**src/include/mtem_pkg.sv**
```systemverilog
// Package: register map, field positions and reset values of the timer bank
package mtem_pkg;
   localparam int          MTEM_CHANNELS     = 10;
   localparam int          MTEM_CNT_W        = 16;
   localparam int          MTEM_ADDR_W       = 10;
   // Window spacing and register offsets inside a window
   localparam logic [9:0]  MTEM_WIN_STRIDE   = 10'h040;
   localparam logic [5:0]  MTEM_OFS_ENABLE   = 6'h00;
   localparam logic [5:0]  MTEM_OFS_RUN      = 6'h04;
   localparam logic [5:0]  MTEM_OFS_CTRL     = 6'h08;
   localparam logic [5:0]  MTEM_OFS_MODE     = 6'h0C;
   localparam logic [5:0]  MTEM_OFS_FFCTL    = 6'h10;
   localparam logic [5:0]  MTEM_OFS_STATUS   = 6'h14;
   localparam logic [5:0]  MTEM_OFS_MASK     = 6'h18;
   localparam logic [5:0]  MTEM_OFS_SNAP     = 6'h1C;
   localparam logic [5:0]  MTEM_OFS_CMP0     = 6'h20;
   localparam logic [5:0]  MTEM_OFS_CMP1     = 6'h24;
   localparam logic [5:0]  MTEM_OFS_CAP0     = 6'h28;
   localparam logic [5:0]  MTEM_OFS_CAP1     = 6'h2C;
   // Field positions
   localparam int          MTEM_EN_BIT       = 7;
   localparam int          MTEM_RUN_BIT      = 0;
   localparam int          MTEM_PRUN_BIT     = 2;
   localparam int          MTEM_WBF_BIT      = 7;
   localparam int          MTEM_SYNC_BIT     = 5;
   localparam int          MTEM_SWCAP_BIT    = 5;
   localparam int          MTEM_FFINV0_BIT   = 2;
   localparam int          MTEM_FFINV1_BIT   = 3;
   localparam int          MTEM_EVT_SEL_BIT  = 0;
   localparam int          MTEM_CAPSEL_BIT   = 3;
   localparam int          MTEM_CLR_BIT      = 2;
   // Reset values
   localparam logic [7:0]  MTEM_RST_ENABLE   = 8'h00;
   localparam logic [7:0]  MTEM_RST_RUN      = 8'h00;
   localparam logic [7:0]  MTEM_RST_CTRL     = 8'h00;
   localparam logic [7:0]  MTEM_RST_MODE     = 8'h00;
   localparam logic [7:0]  MTEM_RST_FFCTL    = 8'h00;
   localparam logic [15:0] MTEM_RST_CNT      = 16'h0000;
   // Implemented bit masks per register
   localparam logic [7:0]  MTEM_MSK_ENABLE   = 8'h80;
   localparam logic [7:0]  MTEM_MSK_RUN      = 8'h05;
   localparam logic [7:0]  MTEM_MSK_CTRL     = 8'hA8;
   localparam logic [7:0]  MTEM_MSK_MODE     = 8'h1F;
   localparam logic [7:0]  MTEM_MSK_FFCTL    = 8'h0F;
   localparam logic [7:0]  MTEM_MSK_STATUS   = 8'h07;
   localparam logic [31:0] MTEM_TBCP_READ    = 32'h0000_0020;
endpackage

```
**src/logic/mtem_timer_bank.sv**
```systemverilog
// Ten-channel 16-bit timer bank with per-channel clock gating enable, Wishbone slave
//
// Implementation choice: the Wishbone register port.
`timescale 1ns/1ps
//
// Summary of operation
// - Ten identical independent channels, linked only by listed trigger paths.
// - Modes: interval timer, event counter, pulse generation, synchronous start.
// - Capture registers hold counter values for frequency and width measurement.
// - Channel 7 output captures for 0-1, 8 for 2-4, 9 for 5-6.
// - Synchronous mode: channel 0 starts 1-3, channel 4 starts 5-7.
// - Channel has up-counter, two buffered compares, two captures, flip-flop.
// - Every channel drives its own flip-flop output pin.
// - Each channel owns a 0x40-byte window with twelve registers alike.
// - Enable bit 7 selects channel operation, resets to zero.
// - Disabled channel gets no clock to its other registers.
// - Disabled channel ignores accesses to all but the enable register.
// - Disabling a channel keeps every programmed register value.
module mtem_timer_bank
(
   input  wire logic                              clk_i,
   input  wire logic                              rst_i,
   input  wire logic                              cyc_i,
   input  wire logic                              stb_i,
   input  wire logic                              we_i,
   input  wire logic [mtem_pkg::MTEM_ADDR_W-1:0]  adr_i,
   input  wire logic [3:0]                        sel_i,
   input  wire logic [31:0]                       dat_i,
   output logic      [31:0]                       dat_o,
   output logic                                   ack_o,
   output logic                                   err_o,
   input  wire logic [mtem_pkg::MTEM_CHANNELS-1:0] channel_ext_input_0_i,
   input  wire logic [mtem_pkg::MTEM_CHANNELS-1:0] channel_ext_input_1_i,
   output logic      [mtem_pkg::MTEM_CHANNELS-1:0] channel_flipflop_out_o
);
   import mtem_pkg::*;

   localparam int N = MTEM_CHANNELS;

   // ****************************************
   // Bus decode
   // ****************************************
   function automatic logic [3:0] mtem_chan_of(input logic [MTEM_ADDR_W-1:0] a);
      mtem_chan_of = a[9:6];
   endfunction

   logic          req_w;
   logic [3:0]    chan_w;
   logic [5:0]    ofs_w;
   logic          chan_ok_w;
   logic          ofs_ok_w;
   logic          wr_lane0_w;
   logic          ack_reg;
   logic          err_reg;
   logic [31:0]   rdata_reg;
   logic [31:0]   rdata_next;

   assign req_w      = cyc_i & stb_i & ~ack_reg & ~err_reg;
   assign chan_w     = mtem_chan_of(adr_i);
   assign ofs_w      = adr_i[5:0];
   assign chan_ok_w  = (chan_w < 4'(N));
   assign ofs_ok_w   = (ofs_w[1:0] == 2'b00) && (ofs_w <= MTEM_OFS_CAP1);
   assign wr_lane0_w = req_w & we_i & sel_i[0] & chan_ok_w & ofs_ok_w;

   // ****************************************
   // Per-channel state
   // ****************************************
   logic [7:0]  en_reg   [N];
   logic [7:0]  run_reg  [N];
   logic [7:0]  ctrl_reg [N];
   logic [7:0]  mode_reg [N];
   logic [7:0]  ffc_reg  [N];
   logic [2:0]  st_reg   [N];
   logic [2:0]  msk_reg  [N];
   logic [15:0] cnt_reg  [N];
   logic [15:0] snap_reg [N];
   logic [15:0] rg0_reg  [N];
   logic [15:0] rg1_reg  [N];
   logic [15:0] rb0_reg  [N];
   logic [15:0] rb1_reg  [N];
   logic [15:0] cp0_reg  [N];
   logic [15:0] cp1_reg  [N];
   logic [N-1:0] ff_reg;
   logic [N-1:0] in0_s1_reg, in0_s2_reg, in0_s3_reg;
   logic [N-1:0] in1_s1_reg, in1_s2_reg, in1_s3_reg;
   logic [N-1:0] trg_d_reg;
   logic [N-1:0] ch_on_w;
   logic [N-1:0] run_w;

   // Routed capture trigger from channels 7..9
   function automatic int mtem_trig_src(input int ch);
      mtem_trig_src = (ch <= 1) ? 7 : (ch <= 4) ? 8 : (ch <= 6) ? 9 : -1;
   endfunction

   // Synchronous start master for each slave channel
   function automatic int mtem_sync_src(input int ch);
      mtem_sync_src = (ch >= 1 && ch <= 3) ? 0 : (ch >= 5 && ch <= 7) ? 4 : -1;
   endfunction

   // ****************************************
   // Input synchronisers
   // ****************************************
   always_ff @(posedge clk_i)
   begin
      in0_s1_reg <= channel_ext_input_0_i;
      in0_s2_reg <= in0_s1_reg;
      in0_s3_reg <= in0_s2_reg;
      in1_s1_reg <= channel_ext_input_1_i;
      in1_s2_reg <= in1_s1_reg;
      in1_s3_reg <= in1_s2_reg;
      trg_d_reg  <= ff_reg;
   end

   genvar g;
   generate
      for (g = 0; g < N; g++)
      begin : gen_ch
         localparam int TSRC = mtem_trig_src(g);
         localparam int SSRC = mtem_sync_src(g);
         logic        sel_me_w;
         logic        wr_en_w;
         logic        wr_oth_w;
         logic        cnt_edge_w;
         logic        clr_w;
         logic        hit0_w;
         logic        hit1_w;
         logic        cap0_ev_w;
         logic        cap1_ev_w;
         logic        trig_rise_w;
         logic        trig_fall_w;
         logic        swcap_w;
         logic        clk_gate_w;
         logic [15:0] cnt_next;
         logic [2:0]  st_next;
         logic        ff_next;

         assign sel_me_w   = (chan_w == 4'(g));
         assign wr_en_w    = wr_lane0_w & sel_me_w & (ofs_w == MTEM_OFS_ENABLE);
         // Gated clock modelled as a common enable: a disabled channel freezes but keeps its values
         assign clk_gate_w = en_reg[g][MTEM_EN_BIT];
         assign ch_on_w[g] = clk_gate_w;
         assign wr_oth_w   = wr_lane0_w & sel_me_w & clk_gate_w & (ofs_w != MTEM_OFS_ENABLE);

         // Run from own bit, or from the master channel in synchronous mode
         if (SSRC >= 0)
         begin : gen_sync
            assign run_w[g] = ctrl_reg[g][MTEM_SYNC_BIT] ? run_reg[SSRC][MTEM_RUN_BIT]
                                                          : run_reg[g][MTEM_RUN_BIT];
         end
         else
         begin : gen_nosync
            assign run_w[g] = run_reg[g][MTEM_RUN_BIT];
         end

         if (TSRC >= 0)
         begin : gen_trig
            assign trig_rise_w = ff_reg[TSRC] & ~trg_d_reg[TSRC];
            assign trig_fall_w = ~ff_reg[TSRC] & trg_d_reg[TSRC];
         end
         else
         begin : gen_notrig
            assign trig_rise_w = 1'b0;
            assign trig_fall_w = 1'b0;
         end

         // Event counter mode counts rising edges on input 0, otherwise every clock
         assign cnt_edge_w = mode_reg[g][MTEM_EVT_SEL_BIT] ? (in0_s2_reg[g] & ~in0_s3_reg[g]) : 1'b1;
         assign hit0_w     = run_w[g] & (cnt_reg[g] == rg0_reg[g]);
         assign hit1_w     = run_w[g] & (cnt_reg[g] == rg1_reg[g]);
         assign clr_w      = mode_reg[g][MTEM_CLR_BIT] & hit1_w;
         assign cnt_next   = !run_w[g] ? MTEM_RST_CNT :
                             clr_w ? MTEM_RST_CNT :
                             cnt_edge_w ? cnt_reg[g] + 16'h0001 : cnt_reg[g];
         // Capture from input 1 edges, or from routed flip-flop edges
         assign cap0_ev_w  = mode_reg[g][MTEM_CAPSEL_BIT] ? trig_rise_w
                                                          : (in1_s2_reg[g] & ~in1_s3_reg[g]);
         assign cap1_ev_w  = mode_reg[g][MTEM_CAPSEL_BIT] ? trig_fall_w
                                                          : (~in1_s2_reg[g] & in1_s3_reg[g]);
         assign swcap_w    = wr_oth_w & (ofs_w == MTEM_OFS_MODE) & ~dat_i[MTEM_SWCAP_BIT];
         // Pulse output toggles once in a cycle with any armed compare match, even when both match
         assign ff_next    = ff_reg[g] ^ ((hit0_w & ffc_reg[g][MTEM_FFINV0_BIT]) |
                                          (hit1_w & ffc_reg[g][MTEM_FFINV1_BIT]));
         // Status set wins over clear-on-read
         assign st_next    = ((req_w & ~we_i & sel_me_w & (ofs_w == MTEM_OFS_STATUS)) ? 3'b000 : st_reg[g])
                             | {clr_w, hit1_w, hit0_w};

         always_ff @(posedge clk_i)
         begin
            if (rst_i)
               en_reg[g] <= MTEM_RST_ENABLE;
            else if (wr_en_w)
               en_reg[g] <= dat_i[7:0] & MTEM_MSK_ENABLE;
         end

         always_ff @(posedge clk_i)
         begin
            if (rst_i)
            begin
               run_reg[g]  <= MTEM_RST_RUN;
               ctrl_reg[g] <= MTEM_RST_CTRL;
               mode_reg[g] <= MTEM_RST_MODE;
               ffc_reg[g]  <= MTEM_RST_FFCTL;
               msk_reg[g]  <= 3'b000;
               st_reg[g]   <= 3'b000;
               cnt_reg[g]  <= MTEM_RST_CNT;
               snap_reg[g] <= MTEM_RST_CNT;
               rg0_reg[g]  <= MTEM_RST_CNT;
               rg1_reg[g]  <= MTEM_RST_CNT;
               rb0_reg[g]  <= MTEM_RST_CNT;
               rb1_reg[g]  <= MTEM_RST_CNT;
               cp0_reg[g]  <= MTEM_RST_CNT;
               cp1_reg[g]  <= MTEM_RST_CNT;
               ff_reg[g]   <= 1'b0;
            end
            else if (clk_gate_w)
            begin
               cnt_reg[g] <= cnt_next;
               st_reg[g]  <= st_next;
               ff_reg[g]  <= ff_next;
               if (wr_oth_w && ofs_w == MTEM_OFS_RUN)
                  run_reg[g] <= dat_i[7:0] & MTEM_MSK_RUN;
               if (wr_oth_w && ofs_w == MTEM_OFS_CTRL)
                  ctrl_reg[g] <= dat_i[7:0] & MTEM_MSK_CTRL;
               if (wr_oth_w && ofs_w == MTEM_OFS_MODE)
                  mode_reg[g] <= dat_i[7:0] & MTEM_MSK_MODE;
               if (wr_oth_w && ofs_w == MTEM_OFS_FFCTL)
                  ffc_reg[g] <= dat_i[7:0] & MTEM_MSK_FFCTL;
               if (wr_oth_w && ofs_w == MTEM_OFS_MASK)
                  msk_reg[g] <= dat_i[2:0];
               if (req_w && !we_i && sel_me_w && ofs_w == MTEM_OFS_SNAP)
                  snap_reg[g] <= cnt_reg[g];
               // Double buffer: loads land in the buffer, move on counter clear
               if (wr_oth_w && ofs_w == MTEM_OFS_CMP0)
                  rb0_reg[g] <= dat_i[15:0];
               if (wr_oth_w && ofs_w == MTEM_OFS_CMP1)
                  rb1_reg[g] <= dat_i[15:0];
               if (wr_oth_w && ofs_w == MTEM_OFS_CMP0 && !ctrl_reg[g][MTEM_WBF_BIT])
                  rg0_reg[g] <= dat_i[15:0];
               else if (ctrl_reg[g][MTEM_WBF_BIT] && clr_w)
                  rg0_reg[g] <= rb0_reg[g];
               if (wr_oth_w && ofs_w == MTEM_OFS_CMP1 && !ctrl_reg[g][MTEM_WBF_BIT])
                  rg1_reg[g] <= dat_i[15:0];
               else if (ctrl_reg[g][MTEM_WBF_BIT] && clr_w)
                  rg1_reg[g] <= rb1_reg[g];
               if (swcap_w || cap0_ev_w)
                  cp0_reg[g] <= cnt_reg[g];
               if (cap1_ev_w)
                  cp1_reg[g] <= cnt_reg[g];
            end
         end
      end
   endgenerate

   // ****************************************
   // Read mux and answer
   // ****************************************
   always_comb
   begin
      rdata_next = 32'h0000_0000;
      if (chan_ok_w && ofs_w == MTEM_OFS_ENABLE)
         rdata_next = {24'h00_0000, en_reg[chan_w]};
      else if (chan_ok_w && ch_on_w[chan_w])
      begin
         unique case (ofs_w)
            MTEM_OFS_RUN:    rdata_next = {24'h00_0000, run_reg[chan_w]};
            MTEM_OFS_CTRL:   rdata_next = {24'h00_0000, ctrl_reg[chan_w]};
            MTEM_OFS_MODE:   rdata_next = {24'h00_0000, mode_reg[chan_w]} | MTEM_TBCP_READ;
            MTEM_OFS_FFCTL:  rdata_next = {24'h00_0000, ffc_reg[chan_w]};
            MTEM_OFS_STATUS: rdata_next = {29'h0000_0000, st_reg[chan_w]};
            MTEM_OFS_MASK:   rdata_next = {29'h0000_0000, msk_reg[chan_w]};
            MTEM_OFS_SNAP:   rdata_next = {16'h0000, cnt_reg[chan_w]};
            MTEM_OFS_CMP0:   rdata_next = {16'h0000, rg0_reg[chan_w]};
            MTEM_OFS_CMP1:   rdata_next = {16'h0000, rg1_reg[chan_w]};
            MTEM_OFS_CAP0:   rdata_next = {16'h0000, cp0_reg[chan_w]};
            MTEM_OFS_CAP1:   rdata_next = {16'h0000, cp1_reg[chan_w]};
            default:         rdata_next = 32'h0000_0000;
         endcase
      end
   end

   always_ff @(posedge clk_i)
   begin
      if (rst_i)
      begin
         ack_reg   <= 1'b0;
         err_reg   <= 1'b0;
         rdata_reg <= 32'h0000_0000;
      end
      else
      begin
         ack_reg   <= req_w & chan_ok_w & ofs_ok_w;
         err_reg   <= req_w & ~(chan_ok_w & ofs_ok_w);
         rdata_reg <= rdata_next;
      end
   end

   assign dat_o                  = rdata_reg;
   assign ack_o                  = ack_reg & cyc_i & stb_i;
   assign err_o                  = err_reg & cyc_i & stb_i;
   assign channel_flipflop_out_o = ff_reg;
endmodule

```
**config.mk**
```make
export PLATFORM = sky130hd
export DESIGN_NAME = mtem_timer_bank
export DESIGN_NICKNAME = d
export VERILOG_FILES = /design/src/include/mtem_pkg.sv /design/src/logic/mtem_timer_bank.sv
export SDC_FILE = /design/constraint.sdc
export NUM_CORES = 2
export LEC_CHECK = 0
export BUFFER_PORTS_ARGS = -buffer_cell sky130_fd_sc_hd__buf_2
export CAP_MARGIN = 25
export CORE_MARGIN = 4
export CORE_UTILIZATION = 40
export CTS_CLUSTER_SIZE = 10
export DETAILED_ROUTE_END_ITERATION = 7
export PLACE_DENSITY = 0.66
export SYNTH_ARGS = -nofsm -noshare
export SYNTH_HDL_FRONTEND = slang
export SYNTH_SLANG_ARGS = --single-unit
```
**constraint.sdc**
```tcl
create_clock -name clk_i -period 6.96 [get_ports clk_i]
set_input_delay 0.696 -clock clk_i [delete_from_list [all_inputs] [get_ports clk_i]]
set_output_delay 0.696 -clock clk_i [all_outputs]
set_load 0.02 [all_outputs]
```
==> results.py <==
metrics = {
    "pwr": {
        "p_sw_w": 0.00498,
        "p_clk_frac": 0.416,
        "pwr-share-comb": 0.082,
        "power_w": 0.0198,
        "peakVddDrop_mv": 0.276,
        "leakage_nw": 28.0,
        "p_seq_frac": 0.502,
        "p_per_area_nw_per_um2": 251,
        "p_int_w": 0.0148,
        "switching_share": 0.251,
    },
    "floorplan": {
        "dieArea_um2": 183000,
        "rows": 153,
        "die_w_um": 427,
        "initial_utilization": 0.403,
        "core_area_um2": 174000,
        "fp.dieH_um": 427,
        "pin_count": 115,
    },
    "critical_path": {
        "max_stage_delay_ns": 1.03,
        "cp.required_ns": 7.40,
        "end_kind": "register",
        "path_max_fanout": 17,
        "start_kind": "register",
        "r2r_cells": 6,
        "crit_arrival_ns": 4.80,
        "cp_slowest_cell": "or4b_1",
        "regToRegSetupSlack_ns": 2.60,
        "path_cells": "nand4bb_1, or4b_1, or3_4, o31ai_4, nand2_1, nand2_1",
        "crit_type": "register to register",
        "cp_common_cell": "nand2_1",
        "rr_startpoint": "err_reg$_SDFF_PP0_",
        "r2r_end": "cp0_reg[0][9]$_SDFFCE_PN0P_",
    },
    "clock_network": {
        "cts.sinks": 1421,
        "cts_hold_buf": 20,
        "cts_root_buf": "clkbuf_16",
        "cts_buffers": 166,
        "post-cts-setup-buffers": 0,
        "post_cts_resized": 0,
        "clock_path_buffers": 3,
        "clk_latency_ns": 0.84,
        "htreeDepth": 4,
        "cts_tree": "done",
        "clk_pin_slew_worst_paths_ns": 0.06,
    },
    "finish": {
        "fill_cells": 15400,
        "final_layout_size_suffix_gt1_frac": 0.156,
        "final_area_um2": 78800,
        "layout.cells.non_filler": 7919,
        "fin_nets": 5559,
        "syn_to_final_growth_pct": 12.0,
    },
    "place": {
        "gp_congestion": 1.08,
        "placement.cell_area_um2": 73500,
        "portBuffers": 79,
        "hpwl_um": 199000,
        "dpl.cell_count": 7612,
    },
    "logic_synthesis": {
        "yosysTopAreaCellShare": 0.567,
        "postSynth.asyncResetShare": 0,
        "netlist_instances": 5476,
        "synth_edf_count": 1329,
        "synth-main-ff-cell": "edfxtp_1",
        "synth.yosys.seq_area_share": 0.593,
        "yosysUniqueCellTypes": 71,
        "yosysTopAreaCell": "edfxtp_1",
        "netlist_top_cells_count": "edfxtp_1, and2_1, nor2_1, clkbuf_1, a22o_1",
        "synth-seq-cells": 1421,
        "syn_area_um2": 70400,
        "synth.most_common_cell": "edfxtp_1",
        "synth_area_per_cell_um2": 12.8,
        "yosysWarnings": 0,
        "synth_area_leaders": "edfxtp_1, mux4_2, and2_1",
    },
    "route": {
        "dr.pass1.iters": 8,
        "drc": 0,
        "ant_nets": 0,
        "wl_per_cell_um": 35.3,
        "drt_iter0_markers": 7863,
        "num_vias": 49000,
        "vias_per_cell": 6.18,
        "drt_wl_total_um": 280000,
    },
    "min_path": {
        "hold_path.class": "register to register",
        "whs_endpoint": "in0_s2_reg[2]$_DFF_P_",
        "whs_path_depth": 0,
        "min_from": "in0_s1_reg[2]$_DFF_P_",
    },
    "timing": {
        "period_needed_ns": 4.36,
        "slew_violations": 0,
        "finalHoldViolations": 0,
        "tightest_slew_ns": 1.11,
        "rsz0062_at_grt": "false",
        "relSlewSlack": 0.257,
        "skew_ns": 0.0493,
        "setup_viol": 0,
        "fmax_ghz": 0.230,
        "fin_crit_sh": 0.626,
        "whs_ns": 0.322,
        "setup_tns_ns": 0,
    },
    "global_routing": {
        "grt_max_degree": 93,
        "grt_pass1_vias": 45600,
        "antenna_found_initial": 31,
        "grt_pass1_wl_um": 376000,
        "gr-total-overflow": 0,
        "grt_usage": 0.301,
    },
    "status": {
        "outcome": "complete, no violations",
    },
    "flow_run": {
        "maxCapViolCount": 0,
    },
}
## layout by cell type, fill, tap and decap left out, types with 57 or more instances in the layout
| cell | Yosys | routed |
|---|---|---|
| nand2_1 | 262 | 261 |
| a211oi_1 | 83 | 83 |
| dfxtp_1 | 92 | 92 |
| nand4_1 | 97 | 97 |
| clkbuf_16 | 0 | 168 |
| xor2_1 | 144 | 144 |
| nand3_1 | 122 | 122 |
| mux2i_1 | 106 | 106 |
| edfxtp_1 | 1329 | 1329 |
| xnor2_1 | 316 | 316 |
| clkbuf_1 | 388 | 67 |
| buf_4 | 32 | 230 |
| mux2_2 | 75 | 75 |
| and3_1 | 195 | 195 |
| mux4_2 | 187 | 187 |
| a21oi_1 | 109 | 109 |
| buf_2 | 70 | 74 |
| o21ai_0 | 106 | 80 |
| a22o_1 | 325 | 325 |
| nor2b_1 | 83 | 81 |
| and2_1 | 547 | 547 |
| nor2_1 | 405 | 403 |
| nor3_1 | 60 | 57 |
## power by group through the flow
stage	Sequential, W	Combinational, W	Clock [W]
6_report	0.00996	0.00163	0.00824
4_1_cts	0.00994	0.00158	0.00829
2_1_floorplan	0.00991	0.000924	0
5_1_grt	0.00996	0.00166	0.00864
3_3_place_gp	0.0101	0.00155	0
3_5_place_dp	0.0101	0.00157	0
## cell families (layout without fill, tap and decap cells)
logic type | count (synthesis) | after routing | share of synthesized area
buffers and inverters | 562 | 648 | 0.0335
multiplexers | 368 | 368 | 0.0869
XOR/XNOR | 460 | 460 | 0.0573
adder cells (fa/ha/maj) | 10 | 10 | 0.00178
other | 1 | 33 | 0.0000533
flip-flops | 1421 | 1421 | 0.593
AO/OA/AOI/OAI | 740 | 740 | 0.0774
AND/OR/NAND/NOR | 1914 | 1914 | 0.150
## per-layer routing
layer	up-vias	wire, µm	track usage	part of all wire
li1	20200	-	-	-
met1	24600	108000	0.409	0.39
met2	3417	116000	0.421	0.41
met3	668	35300	0.0914	0.13
met4	6	20400	0.188	0.073
met5	-	161	0	0.00058
## worst max-delay path by stage
stage          slack [ns]  depth (start not counted)                           end               start
3_5_place_dp         2.11                          8  cp0_reg[0][13]$_SDFFCE_PN0P_            adr_i[8]
3_3_place_gp         2.09                          7      rg1_reg[2][10]$_DFFE_PP_            adr_i[7]
4_1_cts              2.65                          6  cp0_reg[0][10]$_SDFFCE_PN0P_  err_reg$_SDFF_PP0_
6_report             2.60                          6   cp0_reg[0][9]$_SDFFCE_PN0P_  err_reg$_SDFF_PP0_
5_1_grt              2.54                          6  cp0_reg[0][14]$_SDFFCE_PN0P_  err_reg$_SDFF_PP0_
2_1_floorplan        2.36                          7       rg1_reg[0][0]$_DFFE_PP_            adr_i[4]
## critical path, delay by kind of cell (launching register included)
family / cells / cell delay, ns
AO/OA/AOI/OAI: 1 / 0.76
flip-flops: 1 / 0.30
AND/OR/NAND/NOR: 5 / 2.89
## layout make-up
cell class | instances | area (µm²) | area share
well taps | 2325 | 2910 | 0.0369
clock buffers | 243 | 4570 | 0.0579
diodes | 17 | 42.5 | 0.000540
clock inverters | 24 | 452 | 0.00573
repair buffers | 339 | 2490 | 0.0316
multi-input cells | 3508 | 26500 | 0.336
flip-flops and latches | 1421 | 41800 | 0.530
inverters | 42 | 160 | 0.00203
## metrics by stage
step	util	setup slack, ns
5_1_grt	0.452	2.54
4_1_cts	0.452	2.65
3_3_place_gp	0.421	2.09
2_1_floorplan	-	2.36
3_5_place_dp	0.422	2.11
6_report	0.452	2.60
No activity file was read; power rests on OpenSTA's default activity.
